File: config.mk
export PLATFORM = sky130hd
export DESIGN_NAME = pierc_top
export DESIGN_NICKNAME = d
export VERILOG_FILES = /design/src/pierc_pkg.sv /design/src/pierc_par_if.sv /design/src/pierc_top.sv /design/src/pierc_parity.sv
export SDC_FILE = /design/constraint.sdc
export NUM_CORES = 1
export LEC_CHECK = 0
export ABC_AREA = 1
export BUFFER_PORTS_ARGS = -buffer_cell sky130_fd_sc_hd__buf_2
export CORE_ASPECT_RATIO = 1.2
export CORE_MARGIN = 2
export CORE_UTILIZATION = 46
export CTS_CLUSTER_DIAMETER = 150
export CTS_CLUSTER_SIZE = 20
export DETAILED_ROUTE_END_ITERATION = 12
export PLACE_DENSITY = 0.8
export SETUP_SLACK_MARGIN = 0.3
export SKIP_LAST_GASP = 1
export SLEW_MARGIN = 10
export SYNTH_ARGS = -nofsm -noshare
export SYNTH_HDL_FRONTEND = slang
export SYNTH_SLANG_ARGS = --single-unit
File: constraint.sdc
create_clock -name sys_clk -period 4.4 [get_ports sys_clk]
set_clock_uncertainty 0.15 [all_clocks]
set_input_delay 0.44 -clock sys_clk [delete_from_list [all_inputs] [get_ports sys_clk]]
set_output_delay 0.44 -clock sys_clk [all_outputs]
set_load 0.05 [all_outputs]
File: src/pierc_pkg.sv
package pierc_pkg;

  // register byte addresses (low address bits decoded)
  localparam int unsigned    ADDR_W          = 12;
  localparam logic [11:0]    OFS_PAR_CTL     = 12'h4d4;
  localparam logic [11:0]    OFS_ERR_STS     = 12'h4d8;
  localparam logic [11:0]    OFS_ERR_REP     = 12'h4dc;
  localparam logic [11:0]    OFS_ERR_CNT     = 12'h4e0;
  localparam logic [11:0]    OFS_TO_CTL      = 12'h4e4;

  // field positions
  localparam int unsigned    DIS_BIT         = 0;
  localparam int unsigned    INJ_BIT         = 1;
  localparam int unsigned    LEN_LSB         = 8;
  localparam int unsigned    FLAG_BIT        = 0;
  localparam int unsigned    SEV_LSB         = 0;
  localparam int unsigned    IRQ_BIT         = 2;
  localparam int unsigned    TO_BIT          = 0;
  localparam int unsigned    HDR_LEN_LSB     = 24;

  // values after reset, and counter limit and step
  localparam logic           RST_DIS         = 1'h0;
  localparam logic           RST_INJ         = 1'h0;
  localparam logic [7:0]     RST_LEN         = 8'h00;
  localparam logic           RST_FLAG        = 1'h0;
  localparam logic [1:0]     RST_SEV         = 2'h2;
  localparam logic           RST_IRQ         = 1'h0;
  localparam logic [7:0]     RST_CNT         = 8'h00;
  localparam logic           RST_TO          = 1'h1;
  localparam logic [7:0]     CNT_MAX         = 8'hff;
  localparam logic [7:0]     CNT_ONE         = 8'h01;

  // bus response codes
  localparam logic [1:0]     RESP_OKAY       = 2'h0;
  localparam logic [1:0]     RESP_SLVERR     = 2'h2;

  // error report severity
  typedef enum logic [1:0] {
    PIERC_SEV_NONE,
    PIERC_SEV_COR,
    PIERC_SEV_NONFATAL,
    PIERC_SEV_FATAL
  } pierc_sev_e;

  // even parity, one bit per byte
  function automatic logic [3:0] pierc_par4(input logic [31:0] d);
    pierc_par4 = {^d[31:24], ^d[23:16], ^d[15:8], ^d[7:0]};
  endfunction : pierc_par4

endpackage : pierc_pkg

File: src/pierc_par_if.sv
`timescale 1ns/1ps
interface pierc_par_if;
  logic [31:0] data;
  logic [3:0]  par;
  modport calc (input data, output par);
  modport user (output data, input par);
endinterface : pierc_par_if

File: src/pierc_top.sv
// The AXI4-Lite register port is this design's own decision.
`timescale 1ns/1ps
module pierc_top (
  input  wire logic        sys_clk,
  input  wire logic        reset_n,
  // axi4-lite slave
  input  wire logic [31:0] s_axi_awaddr,
  input  wire logic        s_axi_awvalid,
  output logic             s_axi_awready,
  input  wire logic [31:0] s_axi_wdata,
  input  wire logic [3:0]  s_axi_wstrb,
  input  wire logic        s_axi_wvalid,
  output logic             s_axi_wready,
  output logic [1:0]       s_axi_bresp,
  output logic             s_axi_bvalid,
  input  wire logic        s_axi_bready,
  input  wire logic [31:0] s_axi_araddr,
  input  wire logic        s_axi_arvalid,
  output logic             s_axi_arready,
  output logic [31:0]      s_axi_rdata,
  output logic [1:0]       s_axi_rresp,
  output logic             s_axi_rvalid,
  input  wire logic        s_axi_rready,
  // dwords arriving from the switch core
  input  wire logic        rx_valid,
  input  wire logic [31:0] rx_data,
  input  wire logic [3:0]  rx_par,
  // dwords going to the switch core
  input  wire logic        tx_in_valid,
  input  wire logic        tx_in_sop,
  input  wire logic        tx_in_eop,
  input  wire logic [31:0] tx_in_data,
  output logic             tx_valid,
  output logic             tx_sop,
  output logic             tx_eop,
  output logic [31:0]      tx_data,
  output logic [3:0]       tx_par,
  // error reporting
  input  wire logic        upstream_irq_enable,
  output logic             err_msg_valid,
  output logic [1:0]       err_msg_sev,
  output logic             irq_req,
  // input queue time-out
  input  wire logic        queue_tlp_expired,
  output logic             queue_discard,
  output logic             queue_timeout_enable
);

  logic        rst_meta_ff, rst_n_ff;
  logic        aw_rdy_ff, w_rdy_ff, bvalid_ff, ar_rdy_ff, rvalid_ff;
  logic [11:0] waddr_ff;
  logic [31:0] wdata_ff, rdata_ff;
  logic [3:0]  wstrb_ff;
  logic [1:0]  bresp_ff, rresp_ff;
  logic        parity_check_disable_ff, bad_parity_inject_ff;
  logic [7:0]  match_len_ff;
  logic        parity_error_flag_ff, parity_error_irq_enable_ff;
  logic [1:0]  report_sev_ff;
  logic [7:0]  parity_error_tally_ff;
  logic        queue_timeout_enable_ff;
  logic        inj_tlp_ff;
  logic        tx_valid_ff, tx_sop_ff, tx_eop_ff;
  logic [31:0] tx_data_ff;
  logic [3:0]  tx_par_ff;
  logic        err_msg_valid_ff, irq_req_ff, queue_discard_ff;
  logic [1:0]  err_msg_sev_ff;
  logic        wr_go, rd_go, wr_hit_sts, rd_clr, det, hdr_match, cur_bad;
  logic [31:0] nxt_rdata;
  logic [1:0]  nxt_rresp;

  pierc_par_if chk_if ();
  pierc_par_if gen_if ();

  pierc_parity u_chk (.p(chk_if.calc));
  pierc_parity u_gen (.p(gen_if.calc));

  assign chk_if.data = rx_data;
  assign gen_if.data = tx_in_data;

  // reset release through two flops
  always_ff @(posedge sys_clk or negedge reset_n) begin
    if (!reset_n) begin
      rst_meta_ff <= 1'b0;
      rst_n_ff    <= 1'b0;
    end else begin
      rst_meta_ff <= 1'b1;
      rst_n_ff    <= rst_meta_ff;
    end
  end

  // bus strobes and parity error detection
  assign wr_go      = !aw_rdy_ff && !w_rdy_ff && !bvalid_ff;
  assign rd_go      = s_axi_arvalid && ar_rdy_ff;
  assign wr_hit_sts = wr_go && waddr_ff == pierc_pkg::OFS_ERR_STS && wstrb_ff[0];
  assign rd_clr     = rd_go && s_axi_araddr[11:0] == pierc_pkg::OFS_ERR_CNT;
  assign det = rx_valid && !parity_check_disable_ff && chk_if.par != rx_par;

  // write channel: take address and data in any order, answer after both
  always_ff @(posedge sys_clk or negedge rst_n_ff) begin
    if (!rst_n_ff) begin
      aw_rdy_ff <= 1'b1;
      w_rdy_ff  <= 1'b1;
      bvalid_ff <= 1'b0;
      bresp_ff  <= pierc_pkg::RESP_OKAY;
      waddr_ff  <= 12'h000;
      wdata_ff  <= 32'h0000_0000;
      wstrb_ff  <= 4'h0;
    end else begin
      if (s_axi_awvalid && aw_rdy_ff) begin
        aw_rdy_ff <= 1'b0;
        waddr_ff  <= s_axi_awaddr[11:0];
      end
      if (s_axi_wvalid && w_rdy_ff) begin
        w_rdy_ff <= 1'b0;
        wdata_ff <= s_axi_wdata;
        wstrb_ff <= s_axi_wstrb;
      end
      if (wr_go) begin
        bvalid_ff <= 1'b1;
        unique case (waddr_ff)
          pierc_pkg::OFS_PAR_CTL, pierc_pkg::OFS_ERR_STS, pierc_pkg::OFS_ERR_REP,
          pierc_pkg::OFS_ERR_CNT, pierc_pkg::OFS_TO_CTL: bresp_ff <= pierc_pkg::RESP_OKAY;
          default: bresp_ff <= pierc_pkg::RESP_SLVERR;
        endcase
      end
      if (bvalid_ff && s_axi_bready) begin
        bvalid_ff <= 1'b0;
        aw_rdy_ff <= 1'b1;
        w_rdy_ff  <= 1'b1;
      end
    end
  end

  // control registers, byte lanes honoured
  always_ff @(posedge sys_clk or negedge rst_n_ff) begin
    if (!rst_n_ff) begin
      parity_check_disable_ff    <= pierc_pkg::RST_DIS;
      bad_parity_inject_ff       <= pierc_pkg::RST_INJ;
      match_len_ff               <= pierc_pkg::RST_LEN;
      report_sev_ff              <= pierc_pkg::RST_SEV;
      parity_error_irq_enable_ff <= pierc_pkg::RST_IRQ;
      queue_timeout_enable_ff    <= pierc_pkg::RST_TO;
    end else if (wr_go) begin
      if (waddr_ff == pierc_pkg::OFS_PAR_CTL && wstrb_ff[0]) begin
        parity_check_disable_ff <= wdata_ff[pierc_pkg::DIS_BIT];
        bad_parity_inject_ff    <= wdata_ff[pierc_pkg::INJ_BIT];
      end
      if (waddr_ff == pierc_pkg::OFS_PAR_CTL && wstrb_ff[1])
        match_len_ff <= wdata_ff[pierc_pkg::LEN_LSB +: 8];
      if (waddr_ff == pierc_pkg::OFS_ERR_REP && wstrb_ff[0]) begin
        report_sev_ff              <= wdata_ff[pierc_pkg::SEV_LSB +: 2];
        parity_error_irq_enable_ff <= wdata_ff[pierc_pkg::IRQ_BIT];
      end
      if (waddr_ff == pierc_pkg::OFS_TO_CTL && wstrb_ff[0])
        queue_timeout_enable_ff <= wdata_ff[pierc_pkg::TO_BIT];
    end
  end

  // status flag: detection wins over a same-cycle write-one clear
  always_ff @(posedge sys_clk or negedge rst_n_ff) begin
    if (!rst_n_ff)
      parity_error_flag_ff <= pierc_pkg::RST_FLAG;
    else if (det)
      parity_error_flag_ff <= 1'b1;
    else if (wr_hit_sts && wdata_ff[pierc_pkg::FLAG_BIT])
      parity_error_flag_ff <= 1'b0;
  end

  // saturating counter, cleared by a read
  always_ff @(posedge sys_clk or negedge rst_n_ff) begin
    if (!rst_n_ff)
      parity_error_tally_ff <= pierc_pkg::RST_CNT;
    else if (rd_clr)
      parity_error_tally_ff <= det ? pierc_pkg::CNT_ONE : pierc_pkg::RST_CNT;
    else if (det && parity_error_tally_ff != pierc_pkg::CNT_MAX)
      parity_error_tally_ff <= parity_error_tally_ff + 8'h01;
  end

  // read data mux
  always_comb begin
    nxt_rdata = 32'h0000_0000;
    nxt_rresp = pierc_pkg::RESP_OKAY;
    unique case (s_axi_araddr[11:0])
      pierc_pkg::OFS_PAR_CTL: begin
        nxt_rdata[pierc_pkg::DIS_BIT]      = parity_check_disable_ff;
        nxt_rdata[pierc_pkg::INJ_BIT]      = bad_parity_inject_ff;
        nxt_rdata[pierc_pkg::LEN_LSB +: 8] = match_len_ff;
      end
      pierc_pkg::OFS_ERR_STS: nxt_rdata[pierc_pkg::FLAG_BIT] = parity_error_flag_ff;
      pierc_pkg::OFS_ERR_REP: begin
        nxt_rdata[pierc_pkg::SEV_LSB +: 2] = report_sev_ff;
        nxt_rdata[pierc_pkg::IRQ_BIT]      = parity_error_irq_enable_ff;
      end
      pierc_pkg::OFS_ERR_CNT: nxt_rdata[7:0] = parity_error_tally_ff;
      pierc_pkg::OFS_TO_CTL:  nxt_rdata[pierc_pkg::TO_BIT] = queue_timeout_enable_ff;
      default:                nxt_rresp = pierc_pkg::RESP_SLVERR;
    endcase
  end

  // read channel
  always_ff @(posedge sys_clk or negedge rst_n_ff) begin
    if (!rst_n_ff) begin
      ar_rdy_ff <= 1'b1;
      rvalid_ff <= 1'b0;
      rdata_ff  <= 32'h0000_0000;
      rresp_ff  <= pierc_pkg::RESP_OKAY;
    end else if (rd_go) begin
      ar_rdy_ff <= 1'b0;
      rvalid_ff <= 1'b1;
      rdata_ff  <= nxt_rdata;
      rresp_ff  <= nxt_rresp;
    end else if (rvalid_ff && s_axi_rready) begin
      ar_rdy_ff <= 1'b1;
      rvalid_ff <= 1'b0;
    end
  end

  // outgoing path: parity always generated, optionally corrupted per tlp
  assign hdr_match = tx_in_data[pierc_pkg::HDR_LEN_LSB +: 8] == match_len_ff;
  assign cur_bad   = tx_in_valid && bad_parity_inject_ff &&
                     (tx_in_sop ? hdr_match : inj_tlp_ff);
  always_ff @(posedge sys_clk or negedge rst_n_ff) begin
    if (!rst_n_ff) begin
      inj_tlp_ff  <= 1'b0;
      tx_valid_ff <= 1'b0;
      tx_sop_ff   <= 1'b0;
      tx_eop_ff   <= 1'b0;
      tx_data_ff  <= 32'h0000_0000;
      tx_par_ff   <= 4'h0;
    end else begin
      if (tx_in_valid && tx_in_sop)
        inj_tlp_ff <= hdr_match && !tx_in_eop;
      else if (tx_in_valid && tx_in_eop)
        inj_tlp_ff <= 1'b0;
      tx_valid_ff <= tx_in_valid;
      tx_sop_ff   <= tx_in_sop;
      tx_eop_ff   <= tx_in_eop;
      tx_data_ff  <= tx_in_data;
      tx_par_ff   <= gen_if.par ^ {4{cur_bad}};
    end
  end

  // error message, interrupt request and queue discard
  always_ff @(posedge sys_clk or negedge rst_n_ff) begin
    if (!rst_n_ff) begin
      err_msg_valid_ff <= 1'b0;
      err_msg_sev_ff   <= pierc_pkg::RST_SEV;
      irq_req_ff       <= 1'b0;
      queue_discard_ff <= 1'b0;
    end else begin
      err_msg_valid_ff <= det && !parity_error_flag_ff &&
                          report_sev_ff != pierc_pkg::PIERC_SEV_NONE;
      if (det && !parity_error_flag_ff)
        err_msg_sev_ff <= report_sev_ff;
      irq_req_ff       <= det && parity_error_irq_enable_ff && upstream_irq_enable;
      queue_discard_ff <= queue_tlp_expired && queue_timeout_enable_ff;
    end
  end

  assign s_axi_awready        = aw_rdy_ff;
  assign s_axi_wready         = w_rdy_ff;
  assign s_axi_bvalid         = bvalid_ff;
  assign s_axi_bresp          = bresp_ff;
  assign s_axi_arready        = ar_rdy_ff;
  assign s_axi_rvalid         = rvalid_ff;
  assign s_axi_rdata          = rdata_ff;
  assign s_axi_rresp          = rresp_ff;
  assign tx_valid             = tx_valid_ff;
  assign tx_sop               = tx_sop_ff;
  assign tx_eop               = tx_eop_ff;
  assign tx_data              = tx_data_ff;
  assign tx_par               = tx_par_ff;
  assign err_msg_valid        = err_msg_valid_ff;
  assign err_msg_sev          = err_msg_sev_ff;
  assign irq_req              = irq_req_ff;
  assign queue_discard        = queue_discard_ff;
  assign queue_timeout_enable = queue_timeout_enable_ff;
endmodule : pierc_top

File: src/pierc_parity.sv
`timescale 1ns/1ps
module pierc_parity (
  pierc_par_if.calc p
);
  // one even parity bit per byte lane
  genvar g;
  for (g = 0; g < 4; g++) begin : g_lane
    assign p.par[g] = ^p.data[8*g +: 8];
  end
endmodule : pierc_parity

==> results of run 1 <==
[per-stage QoR]
step / setup slack (ns) / power (W) / cells / cell area, um^2
CTS: 1.97 / 0.00371 / 983 / 7250
global placement: 1.78 / 0.00231 / 938 / 6540
detailed placement: 1.76 / 0.00235 / 938 / 6540
floorplan: 0.730 / 0.00212 / 619 / 5570
global route: 1.74 / 0.00387 / 984 / 7260
finish: 1.95 / 0.00368 / 984 / 7260
[final timing paths]
| check | startpoint | endpoint |
|---|---|---|
| min in group asynchronous | rst_n_ff | waddr_ff[3] |
| hold / removal | tx_in_sop | tx_sop |
| hold reg to reg | rst_n_ff | waddr_ff[3] |
| setup reg to reg | s_axi_arready | parity_error_tally_ff[5] |
| setup / recovery | s_axi_arready | parity_error_tally_ff[5] |
| max in group asynchronous | rst_n_ff | match_len_ff[3] |
[worst reg2reg max path, stage by stage, from the launching register on]
cell,delay (ns)
dfstp_2,0.37
nand2_1,0.57
clkinv_1,0.49
nand2_1,0.50
nand2_4,0.14
nand2_1,0.08
nand2_1,0.05
[flip-flops by register name, summed over array words and instances (netlist names), 2 cells and up]
register / flops
parity_error_tally_ff: 8
s_axi_rdata: 16
waddr_ff: 12
wstrb_ff: 2
wdata_ff: 11
tx_data: 32
report_sev_ff: 2
match_len_ff: 8
err_msg_sev: 2
tx_par: 4
[final cells by class]
| type | instances | area share [%] |
|---|---|---|
| clock buffer | 17 | 5.86 |
| timing repair buffer | 202 | 15.0 |
| sequential | 118 | 40.8 |
| clock inverter | 14 | 2.08 |
| inverter | 83 | 4.29 |
| multi-input combinational | 393 | 29.2 |
| tap | 157 | 2.70 |
[per-layer routing]
| metal | share of wire (%) | global-route usage, % | vias to the layer above |
|---|---|---|---|
| met4 | 0.87 | 6.17 | 0 |
| met3 | 5.3 | 5.02 | 11 |
| met2 | 54 | 35.6 | 133 |
| met5 | 0 | 0 | - |
| li1 | - | - | 2291 |
| met1 | 40 | 22.3 | 2112 |
[cells by family after synthesis]
logic type,count (synthesis)
simple gates,249
flops,118
buf+inv,108
xor+xnor,59
compound gates,57
mux,8
other cells,2
fa+ha+maj,1
[layout by cell type (no fill, tap or decap), drive strengths merged, types with 4 or more instances in the layout]
cell / Yosys / final
dfrtp: 112 / 112
nand4: 5 / 5
xor2: 30 / 30
clkbuf: 5 / 17
dfstp: 6 / 6
o21ai: 28 / 28
dlygate4sd3: 0 / 15
xnor2: 29 / 29
nor2: 38 / 38
nand2: 145 / 145
clkinv: 1 / 7
conb: 2 / 19
nor4: 4 / 4
nor3: 12 / 12
mux2: 8 / 8
a21oi: 19 / 19
inv: 82 / 86
nand3: 43 / 43
buf: 20 / 187
[cell usage after synthesis]
master       n  share of area [%]
a211oi_1     1               0.14
a21oi_1     19                1.7
a31oi_1      1               0.11
buf_2        1              0.091
buf_4       18                2.5
buf_6        1               0.20
clkbuf_1     5               0.34
clkinv_1     1              0.068
conb_1       2               0.14
dfrtp_1    112                 51
dfstp_2      6                2.9
ha_1         1               0.23
inv_1       80                5.5
inv_2        2               0.14
mux2_2       8                1.6
nand2_1    141                9.6
nand2_2      2               0.23
nand2_4      2               0.41
nand3_1     41                3.7
nand3_2      1               0.18
nand3_4      1               0.32
nand3b_1     2               0.27
nand4_1      5               0.57
nor2_1      34                2.3
nor2_2       4               0.45
nor3_1      10               0.91
nor3_2       2               0.36
nor4_1       4               0.45
o2111ai_1    1               0.16
o21ai_0     20                1.8
o21ai_2      8                1.3
o221ai_1     1               0.16
o22ai_1      2               0.23
o311ai_0     1               0.16
o31ai_1      2               0.27
o41ai_1      1               0.16
xnor2_1     29                4.6
xor2_1      30                4.8
[repair_timing]
item / CTS / global route
hold buffers: 14 / 1
resized for setup: 0 / 0
hold endpoints to repair: 15 / 1
setup endpoints to repair: 0 / 0
[power groups by stage]
stage / Combinational, W / Sequential (W) / Clock, W
floorplan: 0.000469 / 0.00165 / 0
global placement: 0.000902 / 0.00141 / 0
detailed placement: 0.000926 / 0.00142 / 0
CTS: 0.000942 / 0.00140 / 0.00136
global route: 0.00103 / 0.00143 / 0.00142
finish: 0.000936 / 0.00140 / 0.00135
==> impl_metrics.toml, run 1 <==
[power]
comb_power_share_pct = 25.4
ir_drop_mv = 0.453
power_switching_w = 0.00126
swShare_pct = 34.3
internal_power_w = 0.00242
leakage_nw = 3.91
seqPwrFrac_pct = 38.1
pwr_density_cell_nw_per_um2 = 507
power.share.clock_pct = 36.5

[route]
final_antenna_net_count = 0
viasPerCell = 4.62
vias = 4547
drt_first_pass_iters = 4
wl_per_cell_um = 12.4
drc = 0
dr.first_iter.drc_count = 222
drt_wl_total_mm = 12.2

[setup_path]
slowest_delay_ns = 0.57
cp_slowest_cell = "nand2_1"
crit_top_cell = "nand2_1"
cp-start-kind = "flop"
endpoint_kind = "flop"
reg2reg_slack_ns = 1.95
path_max_fanout = 25
crit_chain = "nand2_1, clkinv_1, nand2_1, nand2_4, nand2_1, nand2_1"
path_delay_family = "simple AND/OR/NAND/NOR gates"
reg2reg_depth = 6
crit_type = "flop to flop"
path_buf_inv = 1
critPathArrivalTime_ns = 2.59
crit_cells = 6
cp.required_ns = 4.54

[clock_network]
cts_buffers = 17
cts_buffer_depth = 2
cts_tree = "built"
numClockSinks = 118
clock-root-buffer = "clkbuf_16"
clk_pin_slew_ns = 0.06
clk_latency_ns = 0.41
h-tree-depth = 4
cts_setup_buffers = 0

[die]
start_util_pct = 47.3
boundaryPins = 267
dieWidth_um = 104
core-area_um2 = 11600
row_count = 43
die_area_um2 = 12900
die_y_um = 124

[global_route]
overflow = 0
track_usage_pct = 19.4
grt_max_degree = 56
grt_pass1_wl_mm = 19.9
antenna_found_initial = 0
grt_pass1_vias = 4457

[timing]
finalHoldWorstSlack_ns = 0.0112
setup_viol = 0
max_freq_mhz = 409
period_share_pct = 55.6
setup_tns_ns = 0
tightest_slew_ns = 0.775
rsz0062_at_grt = "false"
fin_crit_ns = 2.45
relSlewSlack_pct = 48.2
hold_viol = 0
slew_viol_final = 0

[synthesis]
yosys.area_share.simple_pct = 19.8
synthMuxAreaShare_pct = 1.64
avgSynthCellArea_um2 = 9.14
synth_cells = 602
synth_xor_area_share_pct = 9.39
synth_cell_types = 38
synth_fa_ha_area_share_pct = 0.227
synth_compound_area_share_pct = 6.21
ys_ff_latch = 118
synth_top_family_by_area = "simple AND/OR/NAND/NOR gates"
syn_area_um2 = 5500
yosys_warnings = 0
synth-seq-area-share_pct = 53.8

[cells_and_area]
multi_input_area_um2 = 2120
register_area_um2 = 2960
drive_above_1_share_pct = 30.8
layout.nets = 997
fill_cells = 1026
area_delta_synth_final_pct = 32.0
n_antenna_cell = 0
final_util_pct = 62.5

[hold_path]
holdPathStages = 1
hp-class = "input port to flop"

[outcome]
status = "complete, no violations"

[place]
io_buffers = 185
dp_hpwl_mm = 8.90
finalWeightedCongestion = 0.826

[run]
drv_cap = 0
(Power assumes the default switching activity.)
==> inputs of run 2 (changes only) <==
ABC_AREA = 0   (was 1)
CORE_UTILIZATION = 41   (was 46)
PLACE_DENSITY = 0.76   (was 0.8)
clock period = 2.1 ns   (was 4.4 ns; I/O delays follow)
==> run 2 against run 1 <==
Synthesized area fell by 4.5%. Cell count fell by 8.2%. Final area rose by 14%. Sequential share of layout area fell by 5.0 points. Flip-flop and latch count did not move. Critical path type unchanged. Critical endpoint is now bad_parity_inject_ff.
==> impl_metrics.toml, run 2 <==
[outcome]
status = "complete, no violations"

[die]
start_util_pct = 41.8
die_area_um2 = 13700
boundaryPins = 267
core-area_um2 = 12600
row_count = 45
dieWidth_um = 107
die_y_um = 128

[clock_network]
clock-root-buffer = "clkbuf_16"
cts_buffers = 17
h-tree-depth = 4
numClockSinks = 118
clk_pin_slew_ns = 0.05
clk_latency_ns = 0.41
cts_buffer_depth = 2
cts_tree = "built"

[place]
finalWeightedCongestion = 0.839
dp_hpwl_mm = 9.02
place_ws_ns = -0.282
io_buffers = 185
place_inst = 774

[setup_path]
cp.required_ns = 2.23
endpoint_kind = "flop"
path_max_fanout = 4
crit_type = "flop to flop"
critPathArrivalTime_ns = 2.19
cp_slowest_cell = "or4b_4"
crit_chain = "or4b_4, nor3_4, and2_4, and4_4, mux2_4"
slowest_delay_ns = 0.55
reg2reg_slack_ns = 0.05
cp-start-kind = "flop"

[synthesis]
synth-edff-count = 0
syn_area_um2 = 5250
synth_top_cell_area_share_pct = 53.4
synthFlopType = "dfrtp_1"
synth_cell_types = 56
ys_ff_latch = 118
yosysMostFrequentCell = "dfrtp_1"
yosys.area.top_type = "dfrtp_1"
synth-seq-area-share_pct = 56.4
avgSynthCellArea_um2 = 12.5
synthTopCellsByArea = "dfrtp_1 53%, mux2_2 8.6%, xnor2_1 7.7%, nand2_1 3.4%, dfstp_2 3.0%"
synth_common_cells = "112 x dfrtp_1, 48 x nand2_1, 46 x xnor2_1"
async_flop_share_pct = 100
yosys_warnings = 0
synth_cells = 421

[timing]
max_freq_mhz = 487
hold_viol = 0
tightest_slew_ns = 0.584
period_share_pct = 97.8
setup_slack_ns = 0.0472
rsz0062_at_grt = "true"
fin_crit_ns = 2.05
setup_viol = 0
slew_viol_final = 0
relSlewSlack_pct = 61.0

[cells_and_area]
n_antenna_cell = 0
drive_above_1_share_pct = 48.2
fill_cells = 971
area_delta_synth_final_pct = 57.5
layout_commonest_cell = "buf_2"
finalNonFillerCells = 903
layout.nets = 908
largest_reg_flops = 32
final_cell_mix = "175 x buf_2, 111 x dfrtp_1, 72 x dlygate4sd3_1, 44 x nand2_1, 37 x xnor2_1"

[power]
report.power.total_w = 0.00831
pwr_density_cell_nw_per_um2 = 1010
ir_drop_mv = 0.651
power_switching_w = 0.00250
comb_power_share_pct = 26.8
swShare_pct = 30.1
seqPwrFrac_pct = 36.6
internal_power_w = 0.00581
power.share.clock_pct = 36.7
leakage_nw = 4.01

[route]
dr.first_iter.drc_count = 117
drc = 0
viasPerCell = 4.76
wl_per_cell_um = 15.5
vias = 4301
final_antenna_net_count = 0
drt_first_pass_iters = 4
drt_wl_total_mm = 14.0

[global_route]
grt_max_degree = 53
grt_pass1_vias = 4454
track_usage_pct = 20.1
grt_pass1_wl_mm = 21.3
overflow = 0
antenna_found_initial = 0

[hold_path]
hp-class = "input port to flop"

[run]
drv_cap = 0
-- run 2: cell type report --
cell class / instances / area (um^2) / area share (%)
repair buffers: 297 / 2070 / 25.0
flip-flops and latches: 118 / 2960 / 35.8
clock buffers: 19 / 453 / 5.48
clock inverters: 13 / 179 / 2.16
well taps: 164 / 205 / 2.48
multi-input cells: 285 / 2380 / 28.7
inverters: 7 / 26.3 / 0.318
-- run 2: routing by layer --
metal	routed length (um)	GRT usage, %	part of all wire [%]	vias to the layer above
met4	262	8.17	1.9	0
li1	-	-	-	2025
met3	839	5.74	6.0	21
met1	5560	22.9	40	2087
met5	0	0	0	-
met2	7330	35.3	52	168
-- run 2: metrics by stage --
stage                     util (%)  instance area (um^2)    TNS (ns)  hold WS, ns
after floorplan                  -                  5380  -0.0000879       -0.236
after global placement        51.4                  6450       -1.66       -0.154
after detailed placement      51.4                  6450       -2.12       -0.152
after CTS                     63.6                  7990           0       0.0905
after global routing          65.9                  8270           0        0.151
final                         65.9                  8270           0        0.129
-- run 2: kinds of logic after synthesis --
group           Yosys count  synth area share (%)
other cells               2                 0.143
fa+ha+maj                 1                 0.238
compound gates           40                  4.69
xor+xnor                 68                  13.3
simple gates            111                  11.3
flops                   118                  56.4
buf+inv                  35                  3.98
mux                      46                  9.91
-- run 2: critical path, delay by kind of cell (launching register included) --
family / cells / cell delay [ns]
flops: 1 / 0.37
simple gates: 4 / 1.12
mux: 1 / 0.29
-- run 2: what timing repair did --
action,CTS,global route
endpoints found under the setup margin,26,29
setup buffers,7,13
pin swaps,24,29
gates cloned,1,0
gates resized for setup,29,34
hold endpoints to repair,70,4
hold buffers,72,4
-- run 2: path summary, 6_finish.rpt --
| kind | start | end | depth (start not counted) |
|---|---|---|---|
| min in group asynchronous | rst_n_ff | tx_data[3] | 0 |
| max | waddr_ff[9] | bad_parity_inject_ff | 5 |
| max reg2reg | waddr_ff[9] | bad_parity_inject_ff | 5 |
| min reg2reg | rst_n_ff | tx_data[3] | 0 |
| min | rx_valid | parity_error_flag_ff | 3 |
| max in group asynchronous | rst_n_ff | s_axi_rdata[12] | 1 |
-- run 2: power by group through the flow --
stage / combinational (W) / sequential [W] / clock (W)
CTS: 0.00206 / 0.00303 / 0.00309
detailed placement: 0.00178 / 0.00306 / 0
global route: 0.00238 / 0.00310 / 0.00321
global placement: 0.00173 / 0.00303 / 0
finish: 0.00222 / 0.00304 / 0.00305
floorplan: 0.000956 / 0.00338 / 0
==> inputs of run 3 (changes only) <==
==> constraint.sdc (replaced) <==
create_clock -name sys_clk -period 2.1 [get_ports sys_clk]
set_clock_uncertainty 0.15 [all_clocks]
set_input_delay 0.105 -clock sys_clk [delete_from_list [all_inputs] [get_ports sys_clk]]
set_output_delay 0.105 -clock sys_clk [all_outputs]
set_load 0.05 [all_outputs]
==> run 3 against run 2 <==
Largest cell class unchanged. Clock power shrank 8.5%. Core utilization is 1.6 points lower. Non-clock buffer count shrank 12. Register-to-register slack hardly changed. Flip-flop and latch count unchanged. Clock-buffer cell count grew 1. Sequential power hardly changed. Cell count is 1.3% lower. Via count decreased by 0.72%. Worst hold slack got worse by 0.093 ns. Critical path type unchanged. Wire length fell by 1.3%. Critical endpoint is now match_len_ff[3].
==> impl_metrics.toml, run 3 (synthesized netlist as in run 2, its figures left out) <==
[route]
viasPerCell = 4.79
drc = 0
drt_wl_total_mm = 13.8
wl_per_cell_um = 15.5
drt_first_pass_iters = 4
vias = 4270
dr.first_iter.drc_count = 164
final_antenna_net_count = 0

[die]
row_count = 45
dieWidth_um = 107
boundaryPins = 267
core-area_um2 = 12600
die_y_um = 128
start_util_pct = 41.8
die_area_um2 = 13700

[global_route]
grt_max_degree = 65
overflow = 0
grt_pass1_vias = 4341
track_usage_pct = 20.1
grt_pass1_wl_mm = 21.2
antenna_found_initial = 0

[cells_and_area]
final_util_pct = 64.3
final_cell_mix = "182 x buf_2, 111 x dfrtp_1, 72 x dlygate4sd3_1, 47 x nand2_1, 38 x xnor2_1"
area_delta_synth_final_pct = 53.7
layout.nets = 896
fill_cells = 913
largest_reg_flops = 32
drive_above_1_share_pct = 46.6
layout_commonest_cell = "buf_2"
n_antenna_cell = 0

[setup_path]
cp_slowest_cell = "or4b_4"
path_max_fanout = 8
critPathArrivalTime_ns = 2.19
endpoint_kind = "flop"
crit_type = "flop to flop"
slowest_delay_ns = 0.54
cp.required_ns = 2.23
cp-start-kind = "flop"
crit_chain = "or4b_4, nor3_4, and2_4, nand4_4, buf_12, mux2_2"

[timing]
relSlewSlack_pct = 60.8
hold_viol = 0
slew_viol_final = 0
tightest_slew_ns = 0.587
setup_viol = 0
period_share_pct = 98.1
fin_crit_ns = 2.06
max_freq_mhz = 485
rsz0062_at_grt = "true"
finalHoldWorstSlack_ns = 0.0363

[run]
drv_cap = 0

[clock_network]
clk_latency_ns = 0.40
numClockSinks = 118
cts_buffer_depth = 2
cts_tree = "built"
h-tree-depth = 4
clk_pin_slew_ns = 0.06
clock-root-buffer = "clkbuf_16"
cts_buffers = 17

[place]
io_buffers = 185
finalWeightedCongestion = 0.874
dp_hpwl_mm = 9.18

[power]
ir_drop_mv = 0.829
pwr_density_cell_nw_per_um2 = 982
leakage_nw = 3.89
report.power.total_w = 0.00793

[hold_path]
hp-class = "flop to asynchronous set/reset pin"

[outcome]
status = "complete, no violations"
==> run 3: layer usage <==
metal / GRT usage, % / part of all wire (%) / vias to the layer above
li1: - / - / 1997
met1: 22.9 / 39 / 2077
met2: 36.1 / 54 / 179
met3: 4.78 / 5.3 / 17
met4: 7.72 / 1.4 / 0
met5: 0 / 0 / -
==> run 3: report_power, final <==
part / switching [W] / total, W / leakage, nW / internal [W]
registers: 0.000328 / 0.00304 / 1.45 / 0.00271
clock network: 0.00101 / 0.00279 / 0.276 / 0.00177
logic: 0.00113 / 0.00210 / 2.17 / 0.000970
total: 0.00248 / 0.00793 / 3.89 / 0.00545
==> run 3: critical path: cells and delay by family (launching register included) <==
family / cells / cell delay (ns)
and+or+nand+nor: 4 / 0.96
DFF: 1 / 0.37
muxes: 1 / 0.27
buffers and inverters: 1 / 0.18
==> run 3: path summary, 6_finish.rpt <==
path	depth (start not counted)	slack, ns	end	start
max	6	0.04	match_len_ff[3]	waddr_ff[8]
min	0	0.04	parity_error_flag_ff	rst_n_ff
max reg2reg	6	0.04	match_len_ff[3]	waddr_ff[8]
min reg2reg	0	0.04	parity_error_flag_ff	rst_n_ff
max in group asynchronous	1	1.18	tx_data[12]	rst_n_ff
min in group sys_clk	3	0.04	parity_error_flag_ff	rx_valid
==> run 3: timing repair <==
item                                   CTS  global route
hold buffers                            72             0
gates cloned                             1             0
setup endpoints to repair               25            27
endpoints found under the hold margin   70             0
gates resized for setup                 12            22
pin swaps                                8            19
setup buffers                            6             4
==> run 3: layout make-up <==
cell class              instances  area, um^2  area share [%]
flip-flops and latches        118        2960            36.7
clock inverters                12         129            1.60
inverters                       7        26.3           0.325
clock buffers                  20         447            5.53
well taps                     164         205            2.54
repair buffers                285        1920            23.7
multi-input cells             285        2390            29.6
==> run 3: stage by stage <==
step                setup slack (ns)  area [um^2]  setup TNS (ns)  std cells
global route                 -0.0439         8070          -0.284        891
global placement              -0.102         6520          -0.650        776
floorplan                     0.0809         5410               0        438
detailed placement            -0.165         6520          -0.983        776
CTS                          -0.0409         7910          -0.305        887
finish                        0.0393         8070               0        891
